### src/hdl/wblk_pkg.sv
// holds the shared constants and types of the write-block sequencer pair
// assumes one 100 MHz clock and a synchronous active-low reset everywhere
package wblk_pkg;
  // processor cycle request codes
  localparam logic [2:0] REQ_IDLE        = 3'h0;  // no request
  localparam logic [2:0] REQ_WRITE_BLOCK = 3'h3;  // write block request
  // processor cycle acknowledge codes
  localparam logic [2:0] ACK_NONE        = 3'h0;  // no acknowledge
  localparam logic [2:0] ACK_OK          = 3'h1;  // cycle acknowledged
  // bridge command codes
  localparam logic [2:0] BCMD_NONE       = 3'h0;  // no command
  localparam logic [2:0] BCMD_CACK_REQ   = 3'h1;  // ask for a cycle ack
  // address field and decode
  localparam int ADDR_HI     = 33;                 // top decoded address bit
  localparam int ADDR_LO     = 5;                  // lowest decoded bit
  localparam int ADDR_W      = ADDR_HI + 1;        // address width
  localparam int SPACE_MSB   = 33;                 // space select bits
  localparam int SPACE_LSB   = 32;
  localparam logic [1:0] SPACE_CACHEABLE = 2'h0;   // cacheable memory
  localparam logic [1:0] SPACE_NONCACHE  = 2'h1;   // noncacheable memory
  localparam logic [1:0] SPACE_IO        = 2'h2;   // remote i/o space
  // data widths
  localparam int OCTA_W      = 128;                // one octaword
  localparam int LINE_PTR_W  = 2;                  // bridge line pointer
  localparam int FIFO_DEPTH  = 32;                 // side-bus buffer depth
  // tag status driven for a fill line
  localparam logic [1:0] TAG_VALID_DIRTY = 2'h3;   // valid and dirty
  // sequencer cycle numbers
  localparam logic [3:0] CYC_ACK_VICTIM  = 4'hA;   // ack with victim
  localparam logic [3:0] CYC_ACK_NOVIC   = 4'h7;   // ack without victim
  localparam logic [3:0] CYC_ACK_NOALLOC = 4'h3;   // ack no allocate
  localparam logic [3:0] CYC_IO_FLOAT    = 4'h4;   // i/o float guard cycle
  // flow selection
  typedef enum logic [2:0] {
    FLOW_VICTIM, FLOW_NOVICTIM, FLOW_NOALLOC, FLOW_IO
  } flow_t;
endpackage

### src/hdl/wblk_if.sv
// holds the link between the processor end and the sequencer end
// assumes both ends share one clock; the testbench instantiates it
`timescale 1ns/10ps
interface wblk_if;
  logic [2:0]               proc_cycle_request;       // processor request
  logic [wblk_pkg::ADDR_W-1:0] system_address;        // system address
  logic [wblk_pkg::OCTA_W-1:0] proc_data_bus;         // processor write data
  logic                     proc_data_bus_oe_n;       // low while cpu drives
  logic                     proc_full_line;           // whole line written
  logic                     early_output_enable;      // early oe enable
  logic                     cache_tag_output_enable;  // tag sram oe
  logic                     proc_data_output_enable;  // cpu data oe
  logic                     data_output_hold;         // hold cpu data oe
  logic                     tag_output_enable_request;// keep tags driven
  logic                     second_octaword_select;   // ask second octaword
  logic                     cache_data_output_enable_request; // data oe
  logic                     cache_line_address;       // cache address bit 4
  logic                     cache_data_write_request; // data write enable
  logic                     tag_write_request;        // tag write enable
  logic                     cache_data_write_strobe;  // data sram we
  logic                     cache_tag_write_strobe;   // tag sram we
  logic [1:0]               tag_status;               // tag status driven
  logic                     proc_dcache_invalidate;   // dcache invalidate
  logic [2:0]               proc_cycle_acknowledge;   // cycle acknowledge
  // device end
  modport dev (
    input  proc_cycle_request, system_address, proc_data_bus,
           proc_data_bus_oe_n, proc_full_line,
    output early_output_enable, cache_tag_output_enable,
           proc_data_output_enable, data_output_hold,
           tag_output_enable_request, second_octaword_select,
           cache_data_output_enable_request, cache_line_address,
           cache_data_write_request, tag_write_request,
           cache_data_write_strobe, cache_tag_write_strobe, tag_status,
           proc_dcache_invalidate, proc_cycle_acknowledge
  );
  // processor end
  modport proc (
    output proc_cycle_request, system_address, proc_data_bus,
           proc_data_bus_oe_n, proc_full_line,
    input  early_output_enable, cache_tag_output_enable,
           proc_data_output_enable, data_output_hold,
           tag_output_enable_request, second_octaword_select,
           cache_data_output_enable_request, cache_line_address,
           cache_data_write_request, tag_write_request,
           cache_data_write_strobe, cache_tag_write_strobe, tag_status,
           proc_dcache_invalidate, proc_cycle_acknowledge
  );
endinterface

### src/hdl/wblk_fifo.sv
// holds a synchronous valid/ready fifo for buffered i/o write octawords
// assumes a single clock and synchronous active-low reset
`timescale 1ns/10ps
module wblk_fifo #(
  parameter int WIDTH = 128,  // word width
  parameter int DEPTH = 32    // word count, power of two
) (
  input  wire logic             clk_i,      // clock
  input  wire logic             rst_n_i,    // sync reset, active low
  input  wire logic             in_valid_i, // write side valid
  output logic                  in_ready_o, // write side ready
  input  wire logic [WIDTH-1:0] in_data_i,  // write data
  output logic                  out_valid_o,// read side valid
  input  wire logic             out_ready_i,// read side ready
  output logic [WIDTH-1:0]      out_data_o  // read data
);
  localparam int AW = $clog2(DEPTH);
  logic [WIDTH-1:0] mem_reg [DEPTH];   // storage
  logic [AW:0]      wr_ptr_reg;        // write pointer with wrap bit
  logic [AW:0]      rd_ptr_reg;        // read pointer with wrap bit
  logic             full;              // no room
  logic             empty;             // nothing stored
  wire  logic       push = in_valid_i && !full;
  wire  logic       pop  = out_ready_i && !empty;
  assign full        = (wr_ptr_reg[AW] != rd_ptr_reg[AW]) &&
                       (wr_ptr_reg[AW-1:0] == rd_ptr_reg[AW-1:0]);
  assign empty       = (wr_ptr_reg == rd_ptr_reg);
  assign in_ready_o  = !full;
  assign out_valid_o = !empty;
  assign out_data_o  = mem_reg[rd_ptr_reg[AW-1:0]];
  // storage write
  always_ff @(posedge clk_i) begin
    if (push) begin
      mem_reg[wr_ptr_reg[AW-1:0]] <= in_data_i;
    end
  end
  // pointer update
  always_ff @(posedge clk_i) begin
    if (!rst_n_i) begin
      wr_ptr_reg <= '0;
      rd_ptr_reg <= '0;
    end else begin
      if (push) wr_ptr_reg <= wr_ptr_reg + 1'b1;
      if (pop)  rd_ptr_reg <= rd_ptr_reg + 1'b1;
    end
  end
endmodule // wblk_fifo

### src/hdl/wblk_seq.sv
// holds the device end: the cycle sequencer for processor write blocks
// assumes the processor end on the link and the bridge on plain ports;
// the phase edge inputs come from the local clock generator in-domain
//
// Behaviour
// write block starts idle; tag and data oe (tag oe decodes cycle 1, which run never reaches)
// cycle 2 decodes address into space class
// cycle 2: hold, tag request, second select
// cycle 3 drops hold, select, early enable
// dirty victim is read before the fill
// victim cycle 4 data oe on phase1 fall
// cycle 5 address bit 4; cycle 6 oe off
// fill tags valid dirty with write enables
// full line reused, else memory merge
// invalidate dcache: victim always, no victim if valid
// victim address bit 4 phase2 rise, clear cycle 9
// victim flow ack cycle 10, ready cycle 11
// no victim: tag drop 3, tags 4, write 5-6
// no victim ack cycle 7, done cycle 8
// no allocate: disable cache, ack cycle 3
// noncacheable equals no allocate sequence
// bridge drives line pointer during ownership
// i/o octawords load into pointed line
// bridge ack request, ack next cycle
// no bridge ack by 4: data oe guard
// bridge unloads buffered data after ack
// idle keeps early enable and cpu data oe active
`timescale 1ns/10ps
module wblk_seq #(
  parameter int OCTA_W = wblk_pkg::OCTA_W,   // octaword width
  parameter int DEPTH  = wblk_pkg::FIFO_DEPTH // i/o buffer depth
) (
  input  wire logic                        SYS_CLK_I,     // clock
  input  wire logic                        RESETN_I,      // sync reset
  wblk_if.dev                              link,          // to processor
  input  wire logic                        PHASE1_FALL_I, // phase1 falling
  input  wire logic                        PHASE2_FALL_I, // phase2 falling
  input  wire logic                        PHASE2_RISE_I, // phase2 rising
  input  wire logic                        ALLOCATE_EN_I, // write allocate
  input  wire logic                        TAG_HIT_VALID_I, // old line valid
  input  wire logic                        TAG_DIRTY_I,   // victim dirty
  output logic                             MEM_READ_O,    // merge read
  input  wire logic                        MEM_DONE_I,    // merge ready
  input  wire logic [OCTA_W-1:0]           MEM_DATA0_I,   // memory octa 0
  input  wire logic [OCTA_W-1:0]           MEM_DATA1_I,   // memory octa 1
  output logic [OCTA_W-1:0]                FILL_DATA_O,   // to cache
  input  wire logic [2:0]                  BRIDGE_CMD_I,  // bridge command
  input  wire logic [wblk_pkg::LINE_PTR_W-1:0] LINE_PTR_I, // line pointer
  output logic                             SIDE_VALID_O,  // side bus valid
  input  wire logic                        SIDE_READY_I,  // bridge unload
  output logic [OCTA_W-1:0]                SIDE_DATA_O,   // side bus data
  output logic [wblk_pkg::LINE_PTR_W-1:0]  SIDE_LINE_O,   // target line
  output logic                             BUF_STALL_O    // buffer full
);
  typedef enum logic [1:0] {S_IDLE, S_RUN, S_DONE} state_t;
  state_t                state_reg;     // sequencer state
  logic [3:0]            cyc_reg;       // cycle count from the request
  wblk_pkg::flow_t       flow_reg;      // flow chosen in cycle 2
  logic [OCTA_W-1:0]     octa0_reg;     // first written octaword
  logic [OCTA_W-1:0]     octa1_reg;     // second written octaword
  logic                  full_reg;      // full line written
  logic                  valid_reg;     // old line was valid
  logic                  bcack_reg;     // bridge asked for ack
  logic                  a4_reg;        // cache address bit 4
  logic                  doe_reg;       // cache data oe request
  logic [OCTA_W-1:0]     fill_reg;      // fill data out
  logic                  mem_rd_reg;    // memory merge read
  logic [wblk_pkg::LINE_PTR_W-1:0] line_reg; // captured line pointer
  logic                  fifo_in_ready; // buffer has room
  logic                  fifo_valid;    // buffer holds a word
  // space decode of the upper address bits
  wire logic [1:0] space = link.system_address[wblk_pkg::SPACE_MSB:
                                               wblk_pkg::SPACE_LSB];
  wire logic run    = state_reg == S_RUN;
  wire logic is_req = link.proc_cycle_request == wblk_pkg::REQ_WRITE_BLOCK;
  wire logic c2     = run && cyc_reg == 4'h2;
  wire logic c3     = run && cyc_reg == 4'h3;
  wire logic victim = flow_reg == wblk_pkg::FLOW_VICTIM;
  wire logic novic  = flow_reg == wblk_pkg::FLOW_NOVICTIM;
  wire logic noalo  = flow_reg == wblk_pkg::FLOW_NOALLOC;
  wire logic io     = flow_reg == wblk_pkg::FLOW_IO;
  wire logic bcmd_ack = BRIDGE_CMD_I == wblk_pkg::BCMD_CACK_REQ;
  // flow choice from space, allocate and tag status
  wire wblk_pkg::flow_t flow_sel =
    (space == wblk_pkg::SPACE_IO)     ? wblk_pkg::FLOW_IO :
    (space != wblk_pkg::SPACE_CACHEABLE || !ALLOCATE_EN_I) ?
                                         wblk_pkg::FLOW_NOALLOC :
    TAG_DIRTY_I ? wblk_pkg::FLOW_VICTIM : wblk_pkg::FLOW_NOVICTIM;
  // merge step: full line reused, else memory stalls until done
  wire logic mem_wait = (victim && cyc_reg == 4'h8 ||
                         novic && cyc_reg == 4'h5) &&
                        run && !full_reg && !MEM_DONE_I;
  wire logic ack_cycle = run && (
    victim && cyc_reg == wblk_pkg::CYC_ACK_VICTIM ||
    novic  && cyc_reg == wblk_pkg::CYC_ACK_NOVIC  ||
    noalo  && cyc_reg == wblk_pkg::CYC_ACK_NOALLOC ||
    io     && bcack_reg && cyc_reg >= wblk_pkg::CYC_ACK_NOALLOC + 4'h1);
  // i/o octawords wait in the buffer; only i/o stalls on a full buffer
  wire logic io_c2   = c2 && space == wblk_pkg::SPACE_IO;
  wire logic io_push = io_c2 || c3 && io;
  // output decode
  assign link.early_output_enable = !run || cyc_reg < 4'h3;
  assign link.cache_tag_output_enable = run && cyc_reg == 4'h1;
  assign link.proc_data_output_enable = !run || cyc_reg < 4'h4 ||
         (novic && cyc_reg >= wblk_pkg::CYC_ACK_NOVIC);
  assign link.data_output_hold       = c2;
  assign link.second_octaword_select = c2 && (fifo_in_ready || !io_c2);
  assign link.tag_output_enable_request = run && cyc_reg >= 4'h2 && (
         victim ? cyc_reg < 4'h6 :
         io     ? !(cyc_reg > 4'h3 && bcack_reg) :
                  cyc_reg < 4'h3);
  assign link.cache_data_output_enable_request = doe_reg;
  assign link.cache_line_address = a4_reg;
  wire logic wr_now = run && !mem_wait && (
         victim && (cyc_reg == 4'h8 || cyc_reg == 4'h9) ||
         novic  && (cyc_reg == 4'h5 || cyc_reg == 4'h6));
  wire logic tag_now = run && (victim && cyc_reg == 4'h7 ||
                               novic && cyc_reg == 4'h5);
  assign link.cache_data_write_request = wr_now || victim && run &&
                                         cyc_reg == 4'h7;
  assign link.tag_write_request       = tag_now;
  assign link.cache_data_write_strobe = wr_now;
  assign link.cache_tag_write_strobe  = tag_now;
  assign link.tag_status = (run && (victim && cyc_reg >= 4'h7 ||
         novic && cyc_reg >= 4'h4)) ? wblk_pkg::TAG_VALID_DIRTY : 2'h0;
  assign link.proc_dcache_invalidate = wr_now && (
         victim && cyc_reg == 4'h8 ||
         novic && cyc_reg == 4'h5 && valid_reg);
  assign link.proc_cycle_acknowledge = ack_cycle ? wblk_pkg::ACK_OK :
                                       wblk_pkg::ACK_NONE;
  assign FILL_DATA_O  = fill_reg;
  assign MEM_READ_O   = mem_rd_reg;
  assign SIDE_VALID_O = fifo_valid && state_reg != S_RUN;
  assign BUF_STALL_O  = !fifo_in_ready;
  // cycle counter and flow state
  always_ff @(posedge SYS_CLK_I) begin
    if (!RESETN_I) begin
      state_reg <= S_IDLE;
      cyc_reg   <= 4'h0;
      flow_reg  <= wblk_pkg::FLOW_NOALLOC;
      full_reg  <= 1'b0;
      valid_reg <= 1'b0;
      bcack_reg <= 1'b0;
      line_reg  <= '0;
    end else begin
      unique case (state_reg)
        S_IDLE: begin
          if (is_req) begin
            state_reg <= S_RUN;
            cyc_reg   <= 4'h2;
            bcack_reg <= 1'b0;
            line_reg  <= LINE_PTR_I;
          end
        end
        S_RUN: begin
          if (c2) begin
            flow_reg  <= flow_sel;
            full_reg  <= link.proc_full_line;
            valid_reg <= TAG_HIT_VALID_I;
          end
          if (io && bcmd_ack) bcack_reg <= 1'b1;
          if (ack_cycle) begin
            state_reg <= S_DONE;
          end else if (!mem_wait && !(io_c2 && !fifo_in_ready) &&
                       cyc_reg != 4'hF) begin
            cyc_reg <= cyc_reg + 4'h1;
          end
        end
        S_DONE: begin
          state_reg <= S_IDLE;
        end
      endcase
    end
  end
  // cache address bit 4, data oe timing and fill data
  always_ff @(posedge SYS_CLK_I) begin
    if (!RESETN_I) begin
      a4_reg     <= 1'b0;
      doe_reg    <= 1'b0;
      fill_reg   <= '0;
      mem_rd_reg <= 1'b0;
      octa0_reg  <= '0;
      octa1_reg  <= '0;
    end else begin
      if (c2) octa0_reg <= link.proc_data_bus;
      if (c3) octa1_reg <= link.proc_data_bus;
      if (!run) begin
        a4_reg  <= 1'b0;
        doe_reg <= 1'b0;
      end else if (victim) begin
        if (cyc_reg == 4'h4 && PHASE1_FALL_I) doe_reg <= 1'b1;
        if (cyc_reg == 4'h6) doe_reg <= 1'b0;
        if (cyc_reg == 4'h5) a4_reg <= 1'b1;
        if (cyc_reg == 4'h6) a4_reg <= 1'b0;
        if (cyc_reg == 4'h8 && PHASE2_RISE_I) a4_reg <= 1'b1;
        if (cyc_reg == 4'h9 && PHASE2_FALL_I) a4_reg <= 1'b0;
      end else if (io) begin
        if (cyc_reg >= wblk_pkg::CYC_IO_FLOAT && !bcack_reg)
          doe_reg <= 1'b1;
        if (bcack_reg) doe_reg <= 1'b0;
      end else if (novic) begin
        a4_reg <= cyc_reg == 4'h5 && !mem_wait;
      end
      mem_rd_reg <= mem_wait;
      if (wr_now) begin
        fill_reg <= ((victim && cyc_reg == 4'h8) ||
                     (novic && cyc_reg == 4'h5)) ?
                    (full_reg ? octa0_reg : MEM_DATA0_I | octa0_reg) :
                    (full_reg ? octa1_reg : MEM_DATA1_I | octa1_reg);
      end
    end
  end
  // i/o write buffer toward the bridge side bus
  wblk_fifo #(
    .WIDTH (OCTA_W + 2),
    .DEPTH (DEPTH)
  ) u_iobuf (
    .clk_i       (SYS_CLK_I),
    .rst_n_i     (RESETN_I),
    .in_valid_i  (io_push),
    .in_ready_o  (fifo_in_ready),
    .in_data_i   ({line_reg, link.proc_data_bus}),
    .out_valid_o (fifo_valid),
    .out_ready_i (SIDE_READY_I && state_reg != S_RUN),
    .out_data_o  ({SIDE_LINE_O, SIDE_DATA_O})
  );
endmodule // wblk_seq

### src/flat_wrapper.sv
// flat-port wrapper written by rule: the top's interface ports become plain ports
module wblk_seq_flat 
#(
  parameter int OCTA_W = wblk_pkg::OCTA_W,                    
  parameter int DEPTH  = wblk_pkg::FIFO_DEPTH                    
)
  (SYS_CLK_I, RESETN_I, PHASE1_FALL_I, PHASE2_FALL_I, PHASE2_RISE_I, ALLOCATE_EN_I, TAG_HIT_VALID_I, TAG_DIRTY_I, MEM_READ_O, MEM_DONE_I, MEM_DATA0_I, MEM_DATA1_I, FILL_DATA_O, BRIDGE_CMD_I, LINE_PTR_I, SIDE_VALID_O, SIDE_READY_I, SIDE_DATA_O, SIDE_LINE_O, BUF_STALL_O, link_proc_cycle_request, link_system_address, link_proc_data_bus, link_proc_data_bus_oe_n, link_proc_full_line, link_early_output_enable, link_cache_tag_output_enable, link_proc_data_output_enable, link_data_output_hold, link_tag_output_enable_request, link_second_octaword_select, link_cache_data_output_enable_request, link_cache_line_address, link_cache_data_write_request, link_tag_write_request, link_cache_data_write_strobe, link_cache_tag_write_strobe, link_tag_status, link_proc_dcache_invalidate, link_proc_cycle_acknowledge);
  wblk_if link_i ();
  input  wire logic SYS_CLK_I;
  input  wire logic RESETN_I;
  input  wire logic PHASE1_FALL_I;
  input  wire logic PHASE2_FALL_I;
  input  wire logic PHASE2_RISE_I;
  input  wire logic ALLOCATE_EN_I;
  input  wire logic TAG_HIT_VALID_I;
  input  wire logic TAG_DIRTY_I;
  output logic MEM_READ_O;
  input  wire logic MEM_DONE_I;
  input  wire logic [OCTA_W-1:0] MEM_DATA0_I;
  input  wire logic [OCTA_W-1:0] MEM_DATA1_I;
  output logic [OCTA_W-1:0] FILL_DATA_O;
  input  wire logic [2:0] BRIDGE_CMD_I;
  input  wire logic [wblk_pkg::LINE_PTR_W-1:0] LINE_PTR_I;
  output logic SIDE_VALID_O;
  input  wire logic SIDE_READY_I;
  output logic [OCTA_W-1:0] SIDE_DATA_O;
  output logic [wblk_pkg::LINE_PTR_W-1:0] SIDE_LINE_O;
  output logic BUF_STALL_O;
  input wire logic [$bits(link_i.proc_cycle_request)-1:0] link_proc_cycle_request;
  input wire logic [$bits(link_i.system_address)-1:0] link_system_address;
  input wire logic [$bits(link_i.proc_data_bus)-1:0] link_proc_data_bus;
  input wire logic [$bits(link_i.proc_data_bus_oe_n)-1:0] link_proc_data_bus_oe_n;
  input wire logic [$bits(link_i.proc_full_line)-1:0] link_proc_full_line;
  output wire logic [$bits(link_i.early_output_enable)-1:0] link_early_output_enable;
  output wire logic [$bits(link_i.cache_tag_output_enable)-1:0] link_cache_tag_output_enable;
  output wire logic [$bits(link_i.proc_data_output_enable)-1:0] link_proc_data_output_enable;
  output wire logic [$bits(link_i.data_output_hold)-1:0] link_data_output_hold;
  output wire logic [$bits(link_i.tag_output_enable_request)-1:0] link_tag_output_enable_request;
  output wire logic [$bits(link_i.second_octaword_select)-1:0] link_second_octaword_select;
  output wire logic [$bits(link_i.cache_data_output_enable_request)-1:0] link_cache_data_output_enable_request;
  output wire logic [$bits(link_i.cache_line_address)-1:0] link_cache_line_address;
  output wire logic [$bits(link_i.cache_data_write_request)-1:0] link_cache_data_write_request;
  output wire logic [$bits(link_i.tag_write_request)-1:0] link_tag_write_request;
  output wire logic [$bits(link_i.cache_data_write_strobe)-1:0] link_cache_data_write_strobe;
  output wire logic [$bits(link_i.cache_tag_write_strobe)-1:0] link_cache_tag_write_strobe;
  output wire logic [$bits(link_i.tag_status)-1:0] link_tag_status;
  output wire logic [$bits(link_i.proc_dcache_invalidate)-1:0] link_proc_dcache_invalidate;
  output wire logic [$bits(link_i.proc_cycle_acknowledge)-1:0] link_proc_cycle_acknowledge;
  assign link_i.proc_cycle_request = link_proc_cycle_request;
  assign link_i.system_address = link_system_address;
  assign link_i.proc_data_bus = link_proc_data_bus;
  assign link_i.proc_data_bus_oe_n = link_proc_data_bus_oe_n;
  assign link_i.proc_full_line = link_proc_full_line;
  assign link_early_output_enable = link_i.early_output_enable;
  assign link_cache_tag_output_enable = link_i.cache_tag_output_enable;
  assign link_proc_data_output_enable = link_i.proc_data_output_enable;
  assign link_data_output_hold = link_i.data_output_hold;
  assign link_tag_output_enable_request = link_i.tag_output_enable_request;
  assign link_second_octaword_select = link_i.second_octaword_select;
  assign link_cache_data_output_enable_request = link_i.cache_data_output_enable_request;
  assign link_cache_line_address = link_i.cache_line_address;
  assign link_cache_data_write_request = link_i.cache_data_write_request;
  assign link_tag_write_request = link_i.tag_write_request;
  assign link_cache_data_write_strobe = link_i.cache_data_write_strobe;
  assign link_cache_tag_write_strobe = link_i.cache_tag_write_strobe;
  assign link_tag_status = link_i.tag_status;
  assign link_proc_dcache_invalidate = link_i.proc_dcache_invalidate;
  assign link_proc_cycle_acknowledge = link_i.proc_cycle_acknowledge;
  wblk_seq #(.OCTA_W(OCTA_W), .DEPTH(DEPTH)) u_core (.SYS_CLK_I(SYS_CLK_I), .RESETN_I(RESETN_I), .link(link_i), .PHASE1_FALL_I(PHASE1_FALL_I), .PHASE2_FALL_I(PHASE2_FALL_I), .PHASE2_RISE_I(PHASE2_RISE_I), .ALLOCATE_EN_I(ALLOCATE_EN_I), .TAG_HIT_VALID_I(TAG_HIT_VALID_I), .TAG_DIRTY_I(TAG_DIRTY_I), .MEM_READ_O(MEM_READ_O), .MEM_DONE_I(MEM_DONE_I), .MEM_DATA0_I(MEM_DATA0_I), .MEM_DATA1_I(MEM_DATA1_I), .FILL_DATA_O(FILL_DATA_O), .BRIDGE_CMD_I(BRIDGE_CMD_I), .LINE_PTR_I(LINE_PTR_I), .SIDE_VALID_O(SIDE_VALID_O), .SIDE_READY_I(SIDE_READY_I), .SIDE_DATA_O(SIDE_DATA_O), .SIDE_LINE_O(SIDE_LINE_O), .BUF_STALL_O(BUF_STALL_O));
endmodule
### config.mk
export PLATFORM = sky130hd
export DESIGN_NAME = wblk_seq_flat
export DESIGN_NICKNAME = d
export VERILOG_FILES = /design/src/hdl/wblk_pkg.sv /design/src/hdl/wblk_if.sv /design/src/hdl/wblk_fifo.sv /design/src/hdl/wblk_seq.sv /design/src/flat_wrapper.sv
export SDC_FILE = /design/constraint.sdc
export NUM_CORES = 2
export LEC_CHECK = 0
export BUFFER_PORTS_ARGS = -buffer_cell sky130_fd_sc_hd__clkbuf_2
export CAP_MARGIN = 15
export CORE_AREA = 2 2 629 631
export CTS_BUF_LIST = sky130_fd_sc_hd__clkbuf_8
export DETAILED_ROUTE_END_ITERATION = 8
export DIE_AREA = 0 0 631 633
export PLACE_DENSITY = 0.6
export RECOVER_POWER = 100
export REMOVE_ABC_BUFFERS = 1
export SYNTH_ARGS = -nofsm -noshare
export SYNTH_HDL_FRONTEND = slang
export SYNTH_MEMORY_MAX_BITS = 65536
export SYNTH_SLANG_ARGS = --single-unit
### constraint.sdc
create_clock -name SYS_CLK_I -period 8.1 [get_ports SYS_CLK_I]
set_input_delay 1.62 -clock SYS_CLK_I [delete_from_list [all_inputs] [get_ports SYS_CLK_I]]
set_output_delay 1.62 -clock SYS_CLK_I [all_outputs]
set_load 0.03 [all_outputs]
Word level (Yosys, flattened, before mapping)
Memory sizes are Yosys's and may differ from the RTL's. A register that Yosys moved wholly into a read port is not among the register bits. Index checks and enable logic that the tools add are counted.

Bits in registers: 413. RAM bits: 4160. Input port bits: 438. Memories kept: 1.

$add $sub $neg: 3. $lt $le $gt $ge: 7. Equality and inequality tests: 31. Muxes and demuxes: 37. Bitwise gates (word level): 2. Reduce and logical (&&, ||, !) cells: 91.

Memory list: u_core.u_iobuf.mem_reg (depth 32, width 130, rd ports 1, clocked after Yosys merged registers in 1, wr ports 1, RTL line wblk_fifo.sv:18) `logic [WIDTH-1:0] mem_reg [DEPTH];`.

Operator list (count): 2-to-1 mux 128 bit (3); OR 128 bit (2); logical AND 1 bit (48); 2-to-1 mux 1 bit (21); logical OR 1 bit (17); == test 4 x 3 -> 1 bit, second input constant (4); adder 6 x 1 -> 6 bit, second input constant (2); == test 4 bit, second input constant (3); 2-to-1 mux 4 bit (3); logical NOT 1 bit (11); 2-to-1 mux 5 bit (2); == test 3 x 2 -> 1 bit, second input constant (3); AND reduction 3 bit (3); == test 4 x 2 -> 1 bit, second input constant (2); greater-or-equal comparator 4 x 3 -> 1 bit, second input constant (2); less-than comparator 4 x 3 -> 1 bit, second input constant (2); != test 2 bit, second input constant (4); one-hot mux 4 bit (2 select lines) (1); AND reduction 2 bit (4); nonzero test 2 bit (4); == test 3 x 1 -> 1 bit, second input constant (2); == test 6 bit (1); 2-to-1 mux 2 bit (3); 2-to-1 mux 3 bit (2); other kinds (19) (22).

Longest topological paths before layout
Depth after elaboration: 12. Gate-level depth with buffers: 9.

Modules after synthesis
Synthesis repeated with hierarchy kept, for this count alone.

Cells, all modules: 8653. Area total of the unflattened synthesis: 173615.3 µm².

By module, submodules not included: wblk_fifo (instances 1, cells each 6363, area each 155869.5 µm²); wblk_seq (instances 1, cells each 2290, area each 17745.8 µm²).

Least setup slack after synthesis
No wires, ideal clock.

Path kind: input-to-reg. Start point: input port link_system_address[33]. End point: memory u_core.u_iobuf.mem_reg[28][0] in the netlist's numbering, enable pin. Data arrival time: 7.902 ns. Data required time: 7.479 ns. Setup slack: -0.424 ns. Stages on the path: 5. Buffers on the path: 0. Cell sequence: nor4bb_1 o2bb2ai_1 o21a_1 nand2_1 nor2_1.

Cells in the longest elaborated chain, start to end: 6.

Ends and longest elaborated chain: start: declaration (RTL line flat_wrapper.sv:30) `input wire logic [$bits(link_i.system_address)-1:0] link_system_address;`; == test 2 bit (RTL line wblk_seq.sv:99) `wire logic io_c2 = c2 && space == wblk_pkg::SPACE_IO;`; logical AND 1 bit (RTL line wblk_seq.sv:99); logical OR 1 bit (RTL line wblk_seq.sv:100) `wire logic io_push = io_c2 || c3 && io;`; logical AND 1 bit (RTL line wblk_fifo.sv:23) `wire logic push = in_valid_i && !full;`; 2-to-1 mux 1 bit (RTL line wblk_fifo.sv:33) `if (push) begin`; 2-to-1 mux 1 bit (implied by the code) (RTL line wblk_fifo.sv:34) `mem_reg[wr_ptr_reg[AW-1:0]] <= in_data_i;`; end: declaration (RTL line wblk_fifo.sv:18).

Every way passes these cells.

Worst setup path in the final report
Start point: register u_core.state_reg[1]. End point: memory u_core.u_iobuf.mem_reg[24][40] in the netlist's numbering, enable pin.

Cells in the longest elaborated chain, start to end: 7. Elaborated cells on any way between the ends: 9. Those cells by class: eq/ne (1); mux (2); reduce/logical (6).

Ends and longest elaborated chain: start: declaration (RTL line wblk_seq.sv:56) `state_t state_reg;`; start signal: assignment (RTL line wblk_seq.sv:138) `state_reg <= S_IDLE;`; start signal: assignment (RTL line wblk_seq.sv:149) `state_reg <= S_RUN;`; start signal: assignment (RTL line wblk_seq.sv:163) `state_reg <= S_DONE;`; == test 2 x 1 -> 1 bit (*) (RTL line wblk_seq.sv:74) `wire logic run = state_reg == S_RUN;`; named net u_core.run (RTL line wblk_seq.sv:74); logical AND 1 bit (on tied branches) (RTL line wblk_seq.sv:76, wblk_seq.sv:77); logical AND 1 bit (on tied branches) (RTL line wblk_seq.sv:99, wblk_seq.sv:100); logical OR 1 bit (*) (RTL line wblk_seq.sv:100); logical AND 1 bit (*) (RTL line wblk_fifo.sv:23); 2-to-1 mux 1 bit (*) (RTL line wblk_fifo.sv:33); 2-to-1 mux 1 bit (implied by the code) (*) (RTL line wblk_fifo.sv:34).

Mark *: on every way through the listed nets, which the timed path passes. The rest lies on a longest branch.

==> flow_summary.rst <==
.. list-table::
   :header-rows: 1

   * - Metric
     - Value
   * - Highest achievable clock rate
     - roughly 140 MHz
   * - Final net count
     - 9728
   * - Combinational group share of total power
     - 0.016
   * - Final hold violation count
     - 0
   * - Clock Root Buffer
     - sky130_fd_sc_hd__clkbuf_8
   * - Length of the first detailed-routing pass in iterations
     - 6
   * - Arrival time of the worst setup path
     - approximately 8 ns
   * - Violations in the final reports
     - max-capacitance violations, max-slew violations
   * - Combined area of the multi-input logic cells
     - ~40000 um2
   * - Startpoint kind of the worst setup timing path
     - register
   * - Cell with the most instances after synthesis
     - sky130_fd_sc_hd__edfxtp_1
   * - Worst hold margin
     - around 0.45 ns
   * - Clock skew after layout
     - slightly above 0.05 ns
   * - Required time of the critical path
     - 8.89 ns
   * - Fillers
     - roughly 31000
   * - Capturing element type of the critical path
     - register
   * - Sequential cell area
     - 133300 um2
   * - Classification of the worst-slack hold path
     - register to register
   * - Post-detailed-route wirelength per cell
     - ~30 um
   * - Cell-internal power
     - approximately 35 mW
   * - Met1 Routed Length
     - between 150 and 200 mm
   * - Highest metal layer used by the detailed router
     - met5
   * - Violation count after the first detailed-routing iteration
     - a little under 10000
   * - Leakage dissipation
     - around 60 nW
   * - Number of distinct standard cells referenced by the synthesized netlist
     - 57
   * - Skew-Pair Late Insertion Delay
     - 1.24 ns
   * - Maxcap violations
     - ~130
   * - Sw Pwr
     - 9.811 mW
   * - Wire length of the first global-routing pass
     - around 650 mm
   * - Worst R2R Setup Slack
     - around 0.95 ns
   * - YS warnings
     - 0
   * - Setup repair after global routing missed its margin
     - no
   * - Placer Congestion
     - 0.7547
   * - Number of buffers inserted during clock tree synthesis
     - approximately 740
   * - Run status
     - finished with violations
   * - Area Overhead vs Synth
     - 12.98%
   * - Register bit count reported by yosys
     - between 4000 and 5000
   * - Fraction of power consumed by the clock network
     - 0.413
   * - Syn_area_per_cell
     - ~22 um2
   * - Commonest cells post-synth
     - sky130_fd_sc_hd__edfxtp_1 (4160), sky130_fd_sc_hd__mux4_2 (1300), sky130_fd_sc_hd__nand2_1 (539)
   * - Post-synthesis instance area
     - approximately 180000 um2
   * - Fraction of final layout cells sized beyond drive strength 1
     - 0.2843
   * - DRC violations left
     - 0
   * - Total setup buffers inserted after CTS
     - 0
   * - Clock sinks
     - between 4000 and 5000
   * - Final sum of negative setup slack
     - 0 ns
   * - Vias/cell
     - 5.781
   * - Peak supply drop
     - roughly 0.00018 V
   * - Sequential power share
     - 0.571
   * - Dominant cell type by area after synthesis
     - sky130_fd_sc_hd__edfxtp_1
   * - Number of antenna violations at the first check in global routing
     - 20
   * - Total via count in the routed design
     - roughly 87000
   * - Switching Share
     - 0.2173
   * - Post-cts repair resize count
     - 0
   * - Pre-CTS setup slack
     - 2.157 ns
   * - Clock transition at the register clock pins on the worst setup and hold paths after CTS
     - roughly 0.060 ns
   * - Detail Placement HPWL
     - around 230 mm
   * - Portion of synthesized cell area occupied by the leading cell type
     - 0.7093
   * - Core region area
     - between 300000 and 400000 um2
   * - Vias in the first global route
     - about 90000
   * - Top cells by area in the synthesized netlist
     - sky130_fd_sc_hd__edfxtp_1 (71%), sky130_fd_sc_hd__mux4_2 (17%), sky130_fd_sc_hd__dfxtp_1 (4.7%), sky130_fd_sc_hd__mux2i_1 (1.5%), sky130_fd_sc_hd__nand2_1 (1.1%)
   * - Slew HR
     - -2.526
   * - Fraction of registers with async set/reset
     - 0
   * - Initial Utilization
     - 0.4493
   * - Worst Slack Setup Final
     - roughly 0.95 ns
   * - Min cycle time layout
     - roughly 7 ns
   * - Die height
     - between 600 and 700 um
   * - Total power divided by cell area
     - between 200 and 250 nW/um2
   * - Number of flip-flops under the largest register name
     - 4160
   * - Rows
     - 230
   * - Number of buffers added to fix hold violations after cts
     - 0
   * - Slew @ Worst Pin
     - ~5.3 ns
   * - Count of flip-flops with a built-in enable after synthesis
     - 4160
   * - Max-slew violations
     - around 5200
   * - Pin count of the biggest net entering global routing
     - approximately 160
   * - Worst Path Class, Setup
     - register to register
   * - CTS tree
     - built
   * - Commonest register cell after synthesis
     - sky130_fd_sc_hd__edfxtp_1
   * - GRT Util Overall
     - 0.2255
   * - Met2 WL
     - 222.3 mm
   * - Count of input and output buffers
     - slightly below 700
   * - IO Count
     - between 700 and 800
   * - Count of endpoints failing setup in the final report
     - 0
   * - Post-Syn Instances
     - just over 8000
   * - Total die area
     - roughly 400000 um2
   * - Die Span X
     - 631 um
   * - Sequential share of the synthesized area
     - 0.7567
   * - Maximum count of clock buffers along a single path
     - 4
   * - Final clock period utilization by the worst path
     - 0.8824
   * - Maximum level of the CTS H-tree
     - 6
   * - Final antenna-violating net count
     - 0
   * - Detailed route wirelength on metal3
     - approximately 33 mm
   * - GRT overflow
     - 0
   * - Routed Wire Length
     - between 400 and 500 mm
   * - Highest net fanout along the worst path
     - 20
worst max-delay path, cell delays in order, from the launching register on:
cell	delay (ns)
sky130_fd_sc_hd__dfxtp_1	0.32
sky130_fd_sc_hd__inv_1	0.08
sky130_fd_sc_hd__ha_1	0.58
sky130_fd_sc_hd__nor3b_1	0.64
sky130_fd_sc_hd__o2bb2ai_1	0.31
sky130_fd_sc_hd__o21a_1	0.35
sky130_fd_sc_hd__nand2_1	0.27
sky130_fd_sc_hd__nor2_1	2.58
sky130_fd_sc_hd__clkbuf_1	1.53
per-stage QoR:
stage / utilization / instances / instance area [um2] / power, mW
2_1_floorplan: - / 7665 / 174000 / 26.67
3_3_place_gp: 0.4762 / 13760 / 186600 / 26.97
3_5_place_dp: 0.4762 / 13760 / 186700 / 27.01
4_1_cts: 0.5113 / 15100 / 200400 / 45.62
5_1_grt: 0.5076 / 15110 / 198900 / 46.69
6_report: 0.5076 / 15120 / 199000 / 45.15
layout by cell type, fill, tap and decap left out, drive strengths merged, types with 4 or more instances in the layout:
master	Yosys	layout
a211oi	4	4
a21boi	210	210
a21oi	193	193
a31oi	5	5
and3	4	4
buf	171	84
bufinv	0	15
clkbuf	321	1560
clkinv	1	287
clkinvlp	0	12
dfxtp	417	417
diode	0	17
edfxtp	4160	4160
ha	11	11
inv	12	275
mux2	130	130
mux2i	262	262
mux4	1300	1300
nand2	539	539
nand2b	5	5
nand3	11	11
nor2	53	53
nor3	5	5
nor3b	4	4
o211ai	4	4
o21a	129	129
o21ai	142	142
xnor2	10	10
layout make-up:
class / instances / area share
sequential: 4577 / 0.6699
clock inverter: 576 / 0.01592
tap: 5220 / 0.03283
antenna: 17 / 0.0002138
clock buffer: 769 / 0.05319
timing repair buffer: 875 / 0.02270
inverter: 13 / 0.0002893
multi-input combinational: 3075 / 0.2050
layer usage:
| metal | track usage | vias up |
|---|---|---|
| li1 | - | 36300 |
| met1 | 0.3166 | 47020 |
| met2 | 0.3684 | 3403 |
| met3 | 0.03906 | 692 |
| met4 | 0.05765 | 6 |
| met5 | 0 | - |
power groups by stage:
stage               Combinational [mW]  Clock, mW  Sequential, mW
floorplan                        0.384          0            26.3
global placement                 0.705          0            26.3
detailed placement               0.746          0            26.3
CTS                              0.747       19.1            25.8
global route                     0.803       20.1            25.8
finish                           0.734       18.6            25.8
cell families after synthesis:
kind of cell | synth area share
DFF | 0.7567
muxes | 0.1895
AOI/OAI and AO/OA | 0.02512
and+or+nand+nor | 0.01525
buffers and inverters | 0.01205
xor gates and xnor gates | 0.0005968
adders and majority gates | 0.0007815
other | 0.00002129
path summary, 6_finish.rpt:
kind | cells past startpoint | end | start
max | 8 | u_core.u_iobuf.mem_reg[24][40]$_DFFE_PP_ | u_core.state_reg[1]$_SDFFE_PN0P_
max reg2reg | 8 | u_core.u_iobuf.mem_reg[24][40]$_DFFE_PP_ | u_core.state_reg[1]$_SDFFE_PN0P_
min reg2reg | 2 | u_core.octa0_reg[32]$_SDFFE_PN0N_ | u_core.octa0_reg[32]$_SDFFE_PN0N_
min | 2 | u_core.octa0_reg[32]$_SDFFE_PN0N_ | u_core.octa0_reg[32]$_SDFFE_PN0N_
(Power assumes the default switching activity.)
